`src/rtl/axis_interlock_pkg.sv`:
```
// constants, register map and types for the axis enable and fault interlock
// assumes a 25 MHz hclk and a 32-bit AHB-Lite register port
package axis_interlock_pkg;

  // ---------------------------------------------------------------
  // timing
  // ---------------------------------------------------------------
  localparam int unsigned CLK_HZ              = 25_000_000;
  localparam int unsigned TICK_US             = 1000;
  localparam int unsigned TICK_CYCLES         = CLK_HZ / 1_000_000 * TICK_US;
  localparam int unsigned READY_TIMEOUT_MS    = 1000;
  localparam int unsigned READY_TIMEOUT_TICKS = READY_TIMEOUT_MS * 1000 / TICK_US;
  localparam int unsigned FAST_FLASH_MS       = 100;
  localparam int unsigned FAST_FLASH_TICKS    = FAST_FLASH_MS * 1000 / TICK_US;

  // ---------------------------------------------------------------
  // register byte offsets
  // ---------------------------------------------------------------
  localparam logic [7:0] CONTROL_OFFSET    = 8'h00;
  localparam logic [7:0] COMMAND_OFFSET    = 8'h04;
  localparam logic [7:0] SWEEP_OFFSET      = 8'h08;
  localparam logic [7:0] CONFIG_OFFSET     = 8'h0C;
  localparam logic [7:0] STATUS_OFFSET     = 8'h10;
  localparam logic [7:0] ERROR_OFFSET      = 8'h14;
  localparam logic [7:0] INT_STATUS_OFFSET = 8'h18;
  localparam logic [7:0] INT_ENABLE_OFFSET = 8'h1C;
  localparam logic [7:0] INT_CLEAR_OFFSET  = 8'h20;

  // ---------------------------------------------------------------
  // host control bits
  // ---------------------------------------------------------------
  localparam int CTL_WIDTH        = 7;
  localparam int CTL_DRIVE_EN_BIT = 0;
  localparam int CTL_CLEAR_BIT    = 1;
  localparam int CTL_HOME_BIT     = 2;
  localparam int CTL_PROGRAM_BIT  = 3;
  localparam int CTL_LOCAL_BIT    = 4;
  localparam int CTL_JOG_FWD_BIT  = 5;
  localparam int CTL_JOG_REV_BIT  = 6;

  // ---------------------------------------------------------------
  // host command word: type in [7:0], operand in [31:8]
  // ---------------------------------------------------------------
  localparam int         CMD_TYPE_WIDTH   = 8;
  localparam int         CMD_OPER_LSB     = 8;
  localparam int         CMD_OPER_WIDTH   = 24;
  localparam logic [7:0] CMD_NONE         = 8'h00;
  localparam logic [7:0] CMD_VELOCITY     = 8'h01;
  localparam logic [7:0] CMD_POSITION     = 8'h02;

  // ---------------------------------------------------------------
  // configuration, status and interrupt fields
  // ---------------------------------------------------------------
  localparam int          CFG_READY_EN_BIT = 0;
  localparam int          CFG_COMMIT_BIT   = 1;
  localparam logic [31:0] CFG_RSVD_MASK    = 32'hFFFF_FFFC;

  localparam int ST_ERROR_BIT    = 0;
  localparam int ST_ACTIVE_BIT   = 1;
  localparam int ST_DRIVE_ON_BIT = 2;
  localparam int ST_CFG_OK_BIT   = 3;
  localparam int ST_FIRST_BIT    = 4;
  localparam int ST_AMP_OK_BIT   = 5;
  localparam int ST_JOG_ONLY_BIT = 6;

  localparam int INT_WIDTH   = 4;
  localparam int INT_FAULT   = 0;
  localparam int INT_REJECT  = 1;
  localparam int INT_CFG_ERR = 2;
  localparam int INT_SWEEP   = 3;

  // ---------------------------------------------------------------
  // error codes: axis word in [15:0], system word in [31:16]
  // ---------------------------------------------------------------
  localparam logic [15:0] ERR_NONE        = 16'h0000;
  localparam logic [15:0] ERR_DRIVE_READY = 16'h00C0;
  localparam logic [15:0] ERR_STOP_INPUT  = 16'h00C1;
  localparam logic [15:0] ERR_FIRST_SWEEP = 16'h0021;
  localparam logic [15:0] SYS_ERR_CONFIG  = 16'hD001;

  typedef enum logic [2:0] {
    ST_UNCONFIG = 3'b001,
    ST_READY    = 3'b010,
    ST_FAULT    = 3'b100
  } axis_state_e;

endpackage

```
`src/rtl/axis_enable_fault_interlock.sv`:
```
// axis drive enable and fault interlock with an AHB-Lite register port
// assumes one hclk domain; amplifier ready and stop inputs are asynchronous pins
//
// How it works
// - A missed or lost amplifier ready halts the axis and reports error code C0h.
// - Moves other than jog and local logic start run only while the drive enable bit is held at 1.
// - While configured and without a halting fault the drive-on status follows the drive enable bit.
// - A halting fault forces drive-on to 0 even with drive enable still at 1.
// - After the cause is gone, a fault clear from the host restores drive enabling.
// - When halted, error reads 1, axis-active and drive-on read 0, and the LED flashes fast.
// - When halted, only the fault clear bit is acted upon.
// - The fault clear bit acts only on its 0-to-1 change between sweeps.
// - Host commands are ignored and the config LED stays off until a valid config arrives.
// - Configuration faults show as a system-class code in the error word.
// - Home, program or local logic start bits on the first sweep are rejected with an error.
// - Velocity or position move words on the first sweep are rejected with an error.
`timescale 1ns/1ps
module axis_enable_fault_interlock
  import axis_interlock_pkg::*;
#(
  parameter int unsigned TICK_CYCLES_P   = TICK_CYCLES,
  parameter int unsigned READY_TIMEOUT_P = READY_TIMEOUT_TICKS,
  parameter int unsigned FLASH_TICKS_P   = FAST_FLASH_TICKS
)(
  input  wire logic                      hclk,
  input  wire logic                      hresetn,
  input  wire logic                      hsel,
  input  wire logic [31:0]               haddr,
  input  wire logic [1:0]                htrans,
  input  wire logic                      hwrite,
  input  wire logic [2:0]                hsize,
  input  wire logic [31:0]               hwdata,
  input  wire logic                      hready,
  output logic                           hreadyout,
  output logic                           hresp,
  output logic [31:0]                    hrdata,
  input  wire logic                      amp_ready_n,
  input  wire logic                      stop_fault,
  output logic                           drive_relay,
  output logic                           status_led,
  output logic                           cfg_ok_led,
  output logic                           jog_fwd,
  output logic                           jog_rev,
  output logic                           home_start,
  output logic                           program_start,
  output logic                           local_logic_start,
  output logic                           velocity_move_start,
  output logic                           position_move_start,
  output logic [CMD_OPER_WIDTH-1:0]      move_operand,
  output logic                           irq
);

  localparam int RCW = $clog2(READY_TIMEOUT_P + 2);
  localparam int FCW = $clog2(FLASH_TICKS_P + 1);

  // ---------------------------------------------------------------
  // state
  // ---------------------------------------------------------------
  typedef struct packed {
    logic                      ready_s1;
    logic                      ready_s2;
    logic                      stop_s1;
    logic                      stop_s2;
    logic                      ah_valid;
    logic                      ah_write;
    logic [7:0]                ah_addr;
    logic                      rd_wait;
    logic [31:0]               hrdata;
    logic [CTL_WIDTH-1:0]      ctl_shadow;
    logic [CTL_WIDTH-1:0]      ctl_now;
    logic [31:0]               cmd_shadow;
    logic [31:0]               cmd_now;
    logic                      first_pending;
    logic                      cfg_ok;
    logic                      ready_en;
    axis_state_e               axis_state;
    logic                      warn;
    logic [15:0]               axis_err;
    logic [15:0]               sys_err;
    logic                      ready_seen;
    logic [RCW-1:0]            ready_count;
    logic [FCW-1:0]            flash_count;
    logic                      flash;
    logic                      home_go;
    logic                      prog_go;
    logic                      local_go;
    logic                      vel_go;
    logic                      pos_go;
    logic [CMD_OPER_WIDTH-1:0] operand;
    logic [INT_WIDTH-1:0]      int_status;
    logic [INT_WIDTH-1:0]      int_enable;
  } state_s;

  state_s r;
  state_s n;
  logic   tick;
  logic   drive_on;
  logic   axis_active;

  tick_divider #(
    .CYCLES (TICK_CYCLES_P)
  ) u_tick (
    .hclk    (hclk),
    .hresetn (hresetn),
    .tick    (tick)
  );

  function automatic logic is_move(input logic [31:0] word);
    is_move = (word[CMD_TYPE_WIDTH-1:0] == CMD_VELOCITY) ||
              (word[CMD_TYPE_WIDTH-1:0] == CMD_POSITION);
  endfunction

  // drive follows the sampled enable bit only while running without fault
  assign axis_active = (r.axis_state == ST_READY);
  assign drive_on    = axis_active & r.ctl_now[CTL_DRIVE_EN_BIT];

  // ---------------------------------------------------------------
  // next state
  // ---------------------------------------------------------------
  always_comb begin
    logic [31:0]           rd_data;
    logic [31:0]           status_word;
    logic [CTL_WIDTH-1:0]  ctl_rise;
    logic [INT_WIDTH-1:0]  int_set;
    logic [INT_WIDTH-1:0]  int_clr;
    logic                  wr_en;
    logic                  sweep;
    logic                  cfg_wr;
    logic                  amp_ok;
    logic                  stop_now;
    logic                  cmd_new;
    logic                  motion_ok;
    logic                  start_req;
    logic                  ready_fail;
    rd_data     = '0;
    wr_en       = 1'b0;
    amp_ok      = 1'b0;
    stop_now    = 1'b0;
    status_word = '0;
    ctl_rise    = '0;
    int_set     = '0;
    int_clr     = '0;
    sweep       = 1'b0;
    cfg_wr      = 1'b0;
    cmd_new     = 1'b0;
    motion_ok   = 1'b0;
    start_req   = 1'b0;
    ready_fail  = 1'b0;
    n           = r;
    n.home_go   = 1'b0;
    n.prog_go   = 1'b0;
    n.local_go  = 1'b0;
    n.vel_go    = 1'b0;
    n.pos_go    = 1'b0;

    // pin synchronisers
    n.ready_s1 = amp_ready_n;
    n.ready_s2 = r.ready_s1;
    n.stop_s1  = stop_fault;
    n.stop_s2  = r.stop_s1;
    amp_ok     = ~r.ready_s2;
    stop_now   = r.stop_s2;

    // ---------------------------------------------------------------
    // register read mux
    // ---------------------------------------------------------------
    status_word[ST_ERROR_BIT]    = (r.axis_state == ST_FAULT) | r.warn;
    status_word[ST_ACTIVE_BIT]   = axis_active;
    status_word[ST_DRIVE_ON_BIT] = drive_on;
    status_word[ST_CFG_OK_BIT]   = r.cfg_ok;
    status_word[ST_FIRST_BIT]    = r.first_pending;
    status_word[ST_AMP_OK_BIT]   = amp_ok;
    status_word[ST_JOG_ONLY_BIT] = axis_active & ~drive_on;
    case (r.ah_addr)
      CONTROL_OFFSET:    rd_data = 32'(r.ctl_shadow);
      COMMAND_OFFSET:    rd_data = r.cmd_shadow;
      CONFIG_OFFSET:     rd_data = 32'(r.ready_en);
      STATUS_OFFSET:     rd_data = status_word;
      ERROR_OFFSET:      rd_data = {r.sys_err, r.axis_err};
      INT_STATUS_OFFSET: rd_data = 32'(r.int_status);
      INT_ENABLE_OFFSET: rd_data = 32'(r.int_enable);
      default:           rd_data = '0;
    endcase

    // ---------------------------------------------------------------
    // bus slave: writes take no wait, reads take one
    // ---------------------------------------------------------------
    wr_en = r.ah_valid & r.ah_write;
    if (r.ah_valid & ~r.ah_write & ~r.rd_wait) begin
      n.rd_wait = 1'b1;
      n.hrdata  = rd_data;
    end else begin
      n.rd_wait  = 1'b0;
      n.ah_valid = hsel & htrans[1] & hready;
      n.ah_write = hwrite;
      n.ah_addr  = haddr[7:0];
    end
    if (wr_en) begin
      case (r.ah_addr)
        CONTROL_OFFSET:    n.ctl_shadow = hwdata[CTL_WIDTH-1:0];
        COMMAND_OFFSET:    n.cmd_shadow = hwdata;
        SWEEP_OFFSET:      sweep = 1'b1;
        CONFIG_OFFSET:     cfg_wr = 1'b1;
        INT_ENABLE_OFFSET: n.int_enable = hwdata[INT_WIDTH-1:0];
        INT_CLEAR_OFFSET:  int_clr = hwdata[INT_WIDTH-1:0];
        default:           ;
      endcase
    end

    // ---------------------------------------------------------------
    // configuration commit
    // ---------------------------------------------------------------
    if (cfg_wr & hwdata[CFG_COMMIT_BIT]) begin
      if ((hwdata & CFG_RSVD_MASK) != '0) begin
        n.cfg_ok     = 1'b0;
        n.sys_err    = SYS_ERR_CONFIG;
        n.axis_state = ST_UNCONFIG;
        int_set[INT_CFG_ERR] = 1'b1;
      end else begin
        n.cfg_ok   = 1'b1;
        n.ready_en = hwdata[CFG_READY_EN_BIT];
        n.sys_err  = ERR_NONE;
        if (r.axis_state == ST_UNCONFIG) begin
          n.axis_state = ST_READY;
        end
      end
    end

    // ---------------------------------------------------------------
    // sweep exchange: sample host bits and act on edges
    // ---------------------------------------------------------------
    if (sweep) begin
      ctl_rise        = r.ctl_shadow & ~r.ctl_now;
      cmd_new         = (r.cmd_shadow != r.cmd_now);
      n.ctl_now       = r.ctl_shadow;
      n.cmd_now       = r.cmd_shadow;
      n.first_pending = 1'b0;
      int_set[INT_SWEEP] = 1'b1;
      motion_ok = r.ctl_shadow[CTL_DRIVE_EN_BIT];
      start_req = ctl_rise[CTL_HOME_BIT] | ctl_rise[CTL_PROGRAM_BIT] |
                  ctl_rise[CTL_LOCAL_BIT] | (cmd_new & is_move(r.cmd_shadow));
      case (r.axis_state)
        ST_FAULT: begin
          // everything but a clear edge is dropped while halted
          if (ctl_rise[CTL_CLEAR_BIT] & ~stop_now) begin
            n.axis_state = ST_READY;
            n.axis_err   = ERR_NONE;
            n.warn       = 1'b0;
          end
        end
        ST_READY: begin
          if (ctl_rise[CTL_CLEAR_BIT]) begin
            n.warn     = 1'b0;
            n.axis_err = ERR_NONE;
          end
          if (r.first_pending) begin
            if (start_req) begin
              n.warn   = 1'b1;
              n.axis_err = ERR_FIRST_SWEEP;
              int_set[INT_REJECT] = 1'b1;
            end
          end else begin
            n.home_go  = ctl_rise[CTL_HOME_BIT] & motion_ok;
            n.prog_go  = ctl_rise[CTL_PROGRAM_BIT] & motion_ok;
            n.local_go = ctl_rise[CTL_LOCAL_BIT];
            if (cmd_new & motion_ok) begin
              n.vel_go  = r.cmd_shadow[CMD_TYPE_WIDTH-1:0] == CMD_VELOCITY;
              n.pos_go  = r.cmd_shadow[CMD_TYPE_WIDTH-1:0] == CMD_POSITION;
              if (is_move(r.cmd_shadow)) begin
                n.operand = r.cmd_shadow[CMD_OPER_LSB +: CMD_OPER_WIDTH];
              end
            end
          end
        end
        default: ;
      endcase
    end

    // ---------------------------------------------------------------
    // amplifier ready supervision, counted in millisecond ticks
    // ---------------------------------------------------------------
    if (~drive_on | ~r.ready_en) begin
      n.ready_count = '0;
      n.ready_seen  = 1'b0;
    end else begin
      if (amp_ok) begin
        n.ready_seen = 1'b1;
      end else if (r.ready_seen || r.ready_count > RCW'(READY_TIMEOUT_P)) begin
        ready_fail = 1'b1;
      end
      if (tick && r.ready_count <= RCW'(READY_TIMEOUT_P)) begin
        n.ready_count = r.ready_count + 1'b1;
      end
    end

    // halting faults override a clear in the same cycle
    if ((ready_fail | stop_now) & (n.axis_state == ST_READY)) begin
      n.axis_state = ST_FAULT;
      n.axis_err   = ready_fail ? ERR_DRIVE_READY : ERR_STOP_INPUT;
      int_set[INT_FAULT] = 1'b1;
    end

    // ---------------------------------------------------------------
    // fast flash and interrupts
    // ---------------------------------------------------------------
    if (tick) begin
      if (r.flash_count >= FCW'(FLASH_TICKS_P - 1)) begin
        n.flash_count = '0;
        n.flash       = ~r.flash;
      end else begin
        n.flash_count = r.flash_count + 1'b1;
      end
    end
    n.int_status = (r.int_status & ~int_clr) | int_set;
  end

  always_ff @(posedge hclk or negedge hresetn) begin
    if (!hresetn) begin
      r               <= '0;
      r.ready_s1      <= 1'b1;
      r.ready_s2      <= 1'b1;
      r.first_pending <= 1'b1;
      r.axis_state    <= ST_UNCONFIG;
    end else begin
      r <= n;
    end
  end

  // ---------------------------------------------------------------
  // outputs
  // ---------------------------------------------------------------
  assign hreadyout           = ~(r.ah_valid & ~r.ah_write & ~r.rd_wait);
  assign hresp               = 1'b0;
  assign hrdata              = r.hrdata;
  assign drive_relay         = drive_on;
  assign status_led          = (r.axis_state == ST_FAULT) ? r.flash : axis_active;
  assign cfg_ok_led          = r.cfg_ok;
  assign jog_fwd             = axis_active & r.ctl_now[CTL_JOG_FWD_BIT];
  assign jog_rev             = axis_active & r.ctl_now[CTL_JOG_REV_BIT];
  assign home_start          = r.home_go;
  assign program_start       = r.prog_go;
  assign local_logic_start   = r.local_go;
  assign velocity_move_start = r.vel_go;
  assign position_move_start = r.pos_go;
  assign move_operand        = r.operand;
  assign irq                 = |(r.int_status & r.int_enable);

endmodule

```
`src/rtl/tick_divider.sv`:
```
// one-cycle enable pulse every CYCLES clocks
// assumes a single hclk domain and CYCLES of at least 2
`timescale 1ns/1ps
module tick_divider #(
  parameter int unsigned CYCLES = 25000
)(
  input  wire logic hclk,
  input  wire logic hresetn,
  output logic      tick
);

  localparam int CW = $clog2(CYCLES);

  typedef struct packed {
    logic [CW-1:0] count;
    logic          tick;
  } div_s;

  div_s r;
  div_s n;

  always_comb begin
    n      = r;
    n.tick = 1'b0;
    if (r.count == CW'(CYCLES - 1)) begin
      n.count = '0;
      n.tick  = 1'b1;
    end else begin
      n.count = r.count + 1'b1;
    end
  end

  always_ff @(posedge hclk or negedge hresetn) begin
    if (!hresetn) begin
      r <= '0;
    end else begin
      r <= n;
    end
  end

  assign tick = r.tick;

endmodule

```
`config.mk`:
```
export PLATFORM = sky130hd
export DESIGN_NAME = axis_enable_fault_interlock
export DESIGN_NICKNAME = d
export VERILOG_FILES = /design/src/rtl/axis_interlock_pkg.sv /design/src/rtl/axis_enable_fault_interlock.sv /design/src/rtl/tick_divider.sv
export SDC_FILE = /design/constraint.sdc
export NUM_CORES = 1
export LEC_CHECK = 0
export BUFFER_PORTS_ARGS = -buffer_cell sky130_fd_sc_hd__buf_2
export CELL_PAD_IN_SITES_DETAIL_PLACEMENT = 1
export CELL_PAD_IN_SITES_GLOBAL_PLACEMENT = 1
export CORE_MARGIN = 2
export CORE_UTILIZATION = 49
export CTS_CLUSTER_SIZE = 24
export DETAILED_ROUTE_END_ITERATION = 8
export GPL_TIMING_DRIVEN = 0
export PLACE_DENSITY = 0.89
export SYNTH_ARGS = -nofsm -noshare
export SYNTH_HDL_FRONTEND = slang
export SYNTH_SLANG_ARGS = --single-unit
```
`constraint.sdc`:
```
create_clock -name hclk -period 5.4 [get_ports hclk]
set_input_delay 1.08 -clock hclk [delete_from_list [all_inputs] [get_ports hclk]]
set_output_delay 1.08 -clock hclk [all_outputs]
set_load 0.01 [all_outputs]
```
==> results by stage <==
Worst hold path:
- The worst hold path cell count is 0.
- The terminating pin of the worst hold path is r[216]$_DFF_PN0_.
- The beginning of the worst hold path is n[216]$_DFF_PN0_.
- The type of the tightest min-delay check is reg2reg.

Synthesis:
- The post-synthesis area per instance is around 11 um^2.
- In this run the cell area of the synthesized design comes to 10,100 um^2.
- Among all cell types in the netlist, the one instantiated most often is sky130_fd_sc_hd__nand2_1.
- Sorting the synthesized cells by how often they occur yields sky130_fd_sc_hd__nand2_1 (218), sky130_fd_sc_hd__dfrtp_1 (217), sky130_fd_sc_hd__buf_4 (58).
- The post-synthesis cell type with the largest combined area is sky130_fd_sc_hd__dfrtp_1.
- Counting flops with an async set or reset pin after synthesis yields a share of 100%.
- In the synthesized netlist the dominant register cell turns out to be sky130_fd_sc_hd__dfrtp_1.
- The number of synthesized flops with an enable pin is 0.
- The number of warning messages in the yosys log is 0.
- Counting flops and latches in the post-synthesis netlist gives around 220.
- The synthesized netlist contains around 70 unique library cells.
- Synthesis handed over a netlist of 945 instances.
- The sequential area share after synthesis is 54.7%.
- When the netlist entered floorplanning its net count stood at 1,025.
- Of the post-synthesis cell area, the dominant cell type holds 53.7%.
- Sorting the synthesized cells by area gives the leading types as sky130_fd_sc_hd__dfrtp_1 (54%), sky130_fd_sc_hd__nand2_1 (8.1%), sky130_fd_sc_hd__mux2_2 (5.6%), sky130_fd_sc_hd__xnor2_1 (4.3%), sky130_fd_sc_hd__buf_4 (4.3%).

Drt:
- Detailed routing inserted a total of approximately 8,000 vias.
- Wires add up to approximately 34,000 um.
- The detail-routed net length per standard cell is approximately 24 um.
- After detailed routing, the number of vias per cell comes to between 5 and 6.
- The violation count after the first detailed-route iteration is slightly below 700.
- The length of the first detailed-routing pass in iterations is 6.
- The count of unresolved DRC violations after routing is 0.
- The remaining number of nets flagged by the antenna check after routing is 0.

Clock tree:
- The clock transition at the register clock pins on the worst setup and hold paths after CTS is 60 ps.
- The clock root buffer master is sky130_fd_sc_hd__clkbuf_16.
- The deepest clock path buffer count is 3.
- The clock tree from TritonCTS is yes.
- The count of clock tree sinks is 221.
- After clock tree synthesis, the setup repair step added 0 buffers.
- The latest clock arrival within the worst-skew pair is about 520 ps.
- In this run the number of H-tree levels came out at 1.
- The count of cells resized by post-cts repair is 0.
- The hold buffer count at CTS is 0.
- The clock buffer count from CTS is 25.

Global routing:
- For this run, the total global-route usage over all layers was measured as between 30% and 40%.
- The number of global-route vias before repair is 9,017.
- Entering global routing, the biggest net connects 94 pins.
- The global-route wire length before repair is approximately 52,000 um.
- The number of antenna violations at the first check in global routing is 0.
- The total overflow reported by the global router is 0.

Setup path:
- On the critical path, the stage with the largest delay is an instance of sky130_fd_sc_hd__nor4_1.
- The worst register-to-register path has a setup slack of 2520 ps.
- In this run the critical register-to-register path is launched from r[146]$_DFFE_PN0P_.
- The worst reg2reg path depth is 7.
- The endpoint identified for the worst register-to-register timing path is r[80]$_DFFE_PN0P_.
- The delay contributed by the slowest stage of the critical path is 1080 ps.
- In this design, the critical path's most frequently occurring cell is sky130_fd_sc_hd__nor4_1.
- The worst setup path is launched from an input port.
- Walking the worst path, the cells encountered are buf_2 -> nor4_1 -> nand2_1 -> nor4_1 -> o221a_2 -> nand2_2 -> buf_6 -> a21boi_0.
- For the worst setup path, the data required time is about 5800 ps.
- Of all nets on the critical path, the largest fanout is 10.
- Broken down by cell family, the worst path's largest delay share belongs to simple AND/OR/NAND/NOR gates.
- The count of buffering cells on the critical path with inverters included is 2.
- The critical path is of the in2reg type.
- The worst endpoint data arrival time is 4050 ps.
- The critical path endpoint category is a flip-flop.

Timing:
- The number of setup violations in the final report is 0.
- The hold slack is 348 ps.
- The final number of max-transition violations came to 0.
- The minimum clock period is 3690 ps.
- Setup repair after global routing left no endpoint under its margin.
- The setup TNS is 0 ps.
- Derived from the worst setup path, the maximum achievable clock frequency is 271 MHz.
- At the pin with the least slew margin, the transition time is 1400 ps.
- The setup skew after layout is 15.9 ps.
- After layout, the worst path uses between 60% and 70% of the clock period.
- The count of final hold-check violations is 0.
- The headroom to the max-slew limit is between 5 and 6%.

Finish:
- The proportion of layout cells with a drive suffix above 1 is between 20% and 30%.
- The post-layout net count is 1,169.
- Counting the fill cells in the layout gives roughly 2,200.
- Relative to the synthesized area, the layout overhead comes to 18.1%.
- The fraction of the core area covered by cells at the end of the flow is about 59%.

Die:
- The die is 148 um tall.
- From left edge to right edge, the die measures around 150 um.
- In this run the core area contains 52 standard-cell rows.
- The floorplan step defined a core boundary enclosing 20,200 um^2.
- During I/O placement, the number of pins put on the boundary was roughly 150.
- The starting density of the core is 50.0%.
- The area enclosed by the die boundary is 21,800 um^2.

Placement:
- The number of buffers inserted by port buffering is 115.
- The final weighted congestion in routability-driven placement is 0.895.
- The detailed placement HPWL is between 20,000 and 25,000 um.

Pwr:
- The total power divided by cell area is 309 nW/um^2.
- The maximum VDD drop is 0.192 mV.
- The static power due to leakage is between 6 and 7 nW.
- The total power is 3.70 mW.

Flow run:
- Max-cap violations in this run came to 0.

Outcome:
- The flow ran to the end, and the final reports show no timing, DRC or antenna violations.
per-stage QoR:
stage | cell area (um^2) | setup WS [ps] | std cells
3_5_place_dp | 11100 | 1640 | 1332
3_3_place_gp | 11000 | -519 | 1330
2_1_floorplan | 10100 | 2760 | 945
6_report | 11900 | 1710 | 1378
4_1_cts | 11900 | 1930 | 1377
5_1_grt | 11900 | 1860 | 1377
report_power, final:
part           switching, mW  internal (mW)
Clock                  0.706           1.08
Sequential            0.0440           1.68
Combinational          0.117         0.0613
Total                  0.867           2.83
area by class of cell:
class                      count  area, um^2  area share [%]
sequential                   221        5540            46.3
buffer                        95         617            5.16
multi-input combinational    618        3920            32.8
antenna                        1        2.50          0.0209
clock buffer                  40         742            6.21
inverter                      11        41.3           0.346
timing repair buffer         117         641            5.36
clock inverter                 5         109           0.911
tap                          270         338            2.83
placed cells by master, fill, tap and decap left out, drive strengths merged, types with 3 or more instances in the layout:
cell / netlist / final
a21oi: 7 / 7
ha: 4 / 4
o21ai: 24 / 24
a2111oi: 4 / 4
nor2: 43 / 43
buf: 73 / 190
and3: 20 / 20
dfstp: 4 / 4
nand2: 219 / 219
and2: 8 / 8
nor3: 6 / 6
dfrtp: 217 / 217
nand3: 31 / 31
a222oi: 7 / 7
inv: 11 / 12
bufinv: 0 / 3
a31oi: 4 / 4
or3: 3 / 3
mux2i: 4 / 4
nor3b: 4 / 4
xor2: 8 / 8
mux2: 70 / 70
o21a: 3 / 3
nand4: 14 / 14
nor4: 16 / 16
xnor2: 50 / 50
a22oi: 18 / 18
a21o: 9 / 9
clkbuf: 22 / 62
nand4b: 3 / 3
nand2b: 10 / 10
worst max path at each step:
stage / startpoint / to / slack (ps) / depth (start not counted)
CTS: hwdata[2] / r[77]$_DFFE_PN0P_ / 1930 / 8
floorplan: hwdata[19] / r[83]$_DFFE_PN0P_ / 2760 / 7
detailed placement: hwdata[2] / r[83]$_DFFE_PN0P_ / 1640 / 8
finish: hwdata[2] / r[77]$_DFFE_PN0P_ / 1710 / 8
global route: hwdata[2] / r[77]$_DFFE_PN0P_ / 1860 / 8
global placement: hresetn / hrdata[19]$_DFFE_PN0P_ / -520 / 1
logic make-up after synthesis:
group,count (synthesis),synth area share [%]
buffers and inverters,106,6.51
muxes,74,8.23
DFF,221,54.7
AOI/OAI and AO/OA,92,6.51
other,1,0.0371
adders and majority gates,4,0.495
xor gates and xnor gates,58,5.02
and+or+nand+nor,389,18.5
per-layer routing:
metal | track usage (%) | share of wire, % | vias to the layer above
met4 | 14.0 | 4.5 | 0
met2 | 52.1 | 49 | 388
met5 | 0 | 0 | -
met3 | 5.15 | 6.8 | 121
met1 | 39.8 | 40 | 4141
li1 | - | - | 3457
flip-flops by register name, indices dropped and copies added (netlist names), 2 cells and up:
name          count
r               141
hrdata           32
move_operand     24
u_tick.r         15
n                 2
Note: power is estimated with default switching activity, not from simulation.
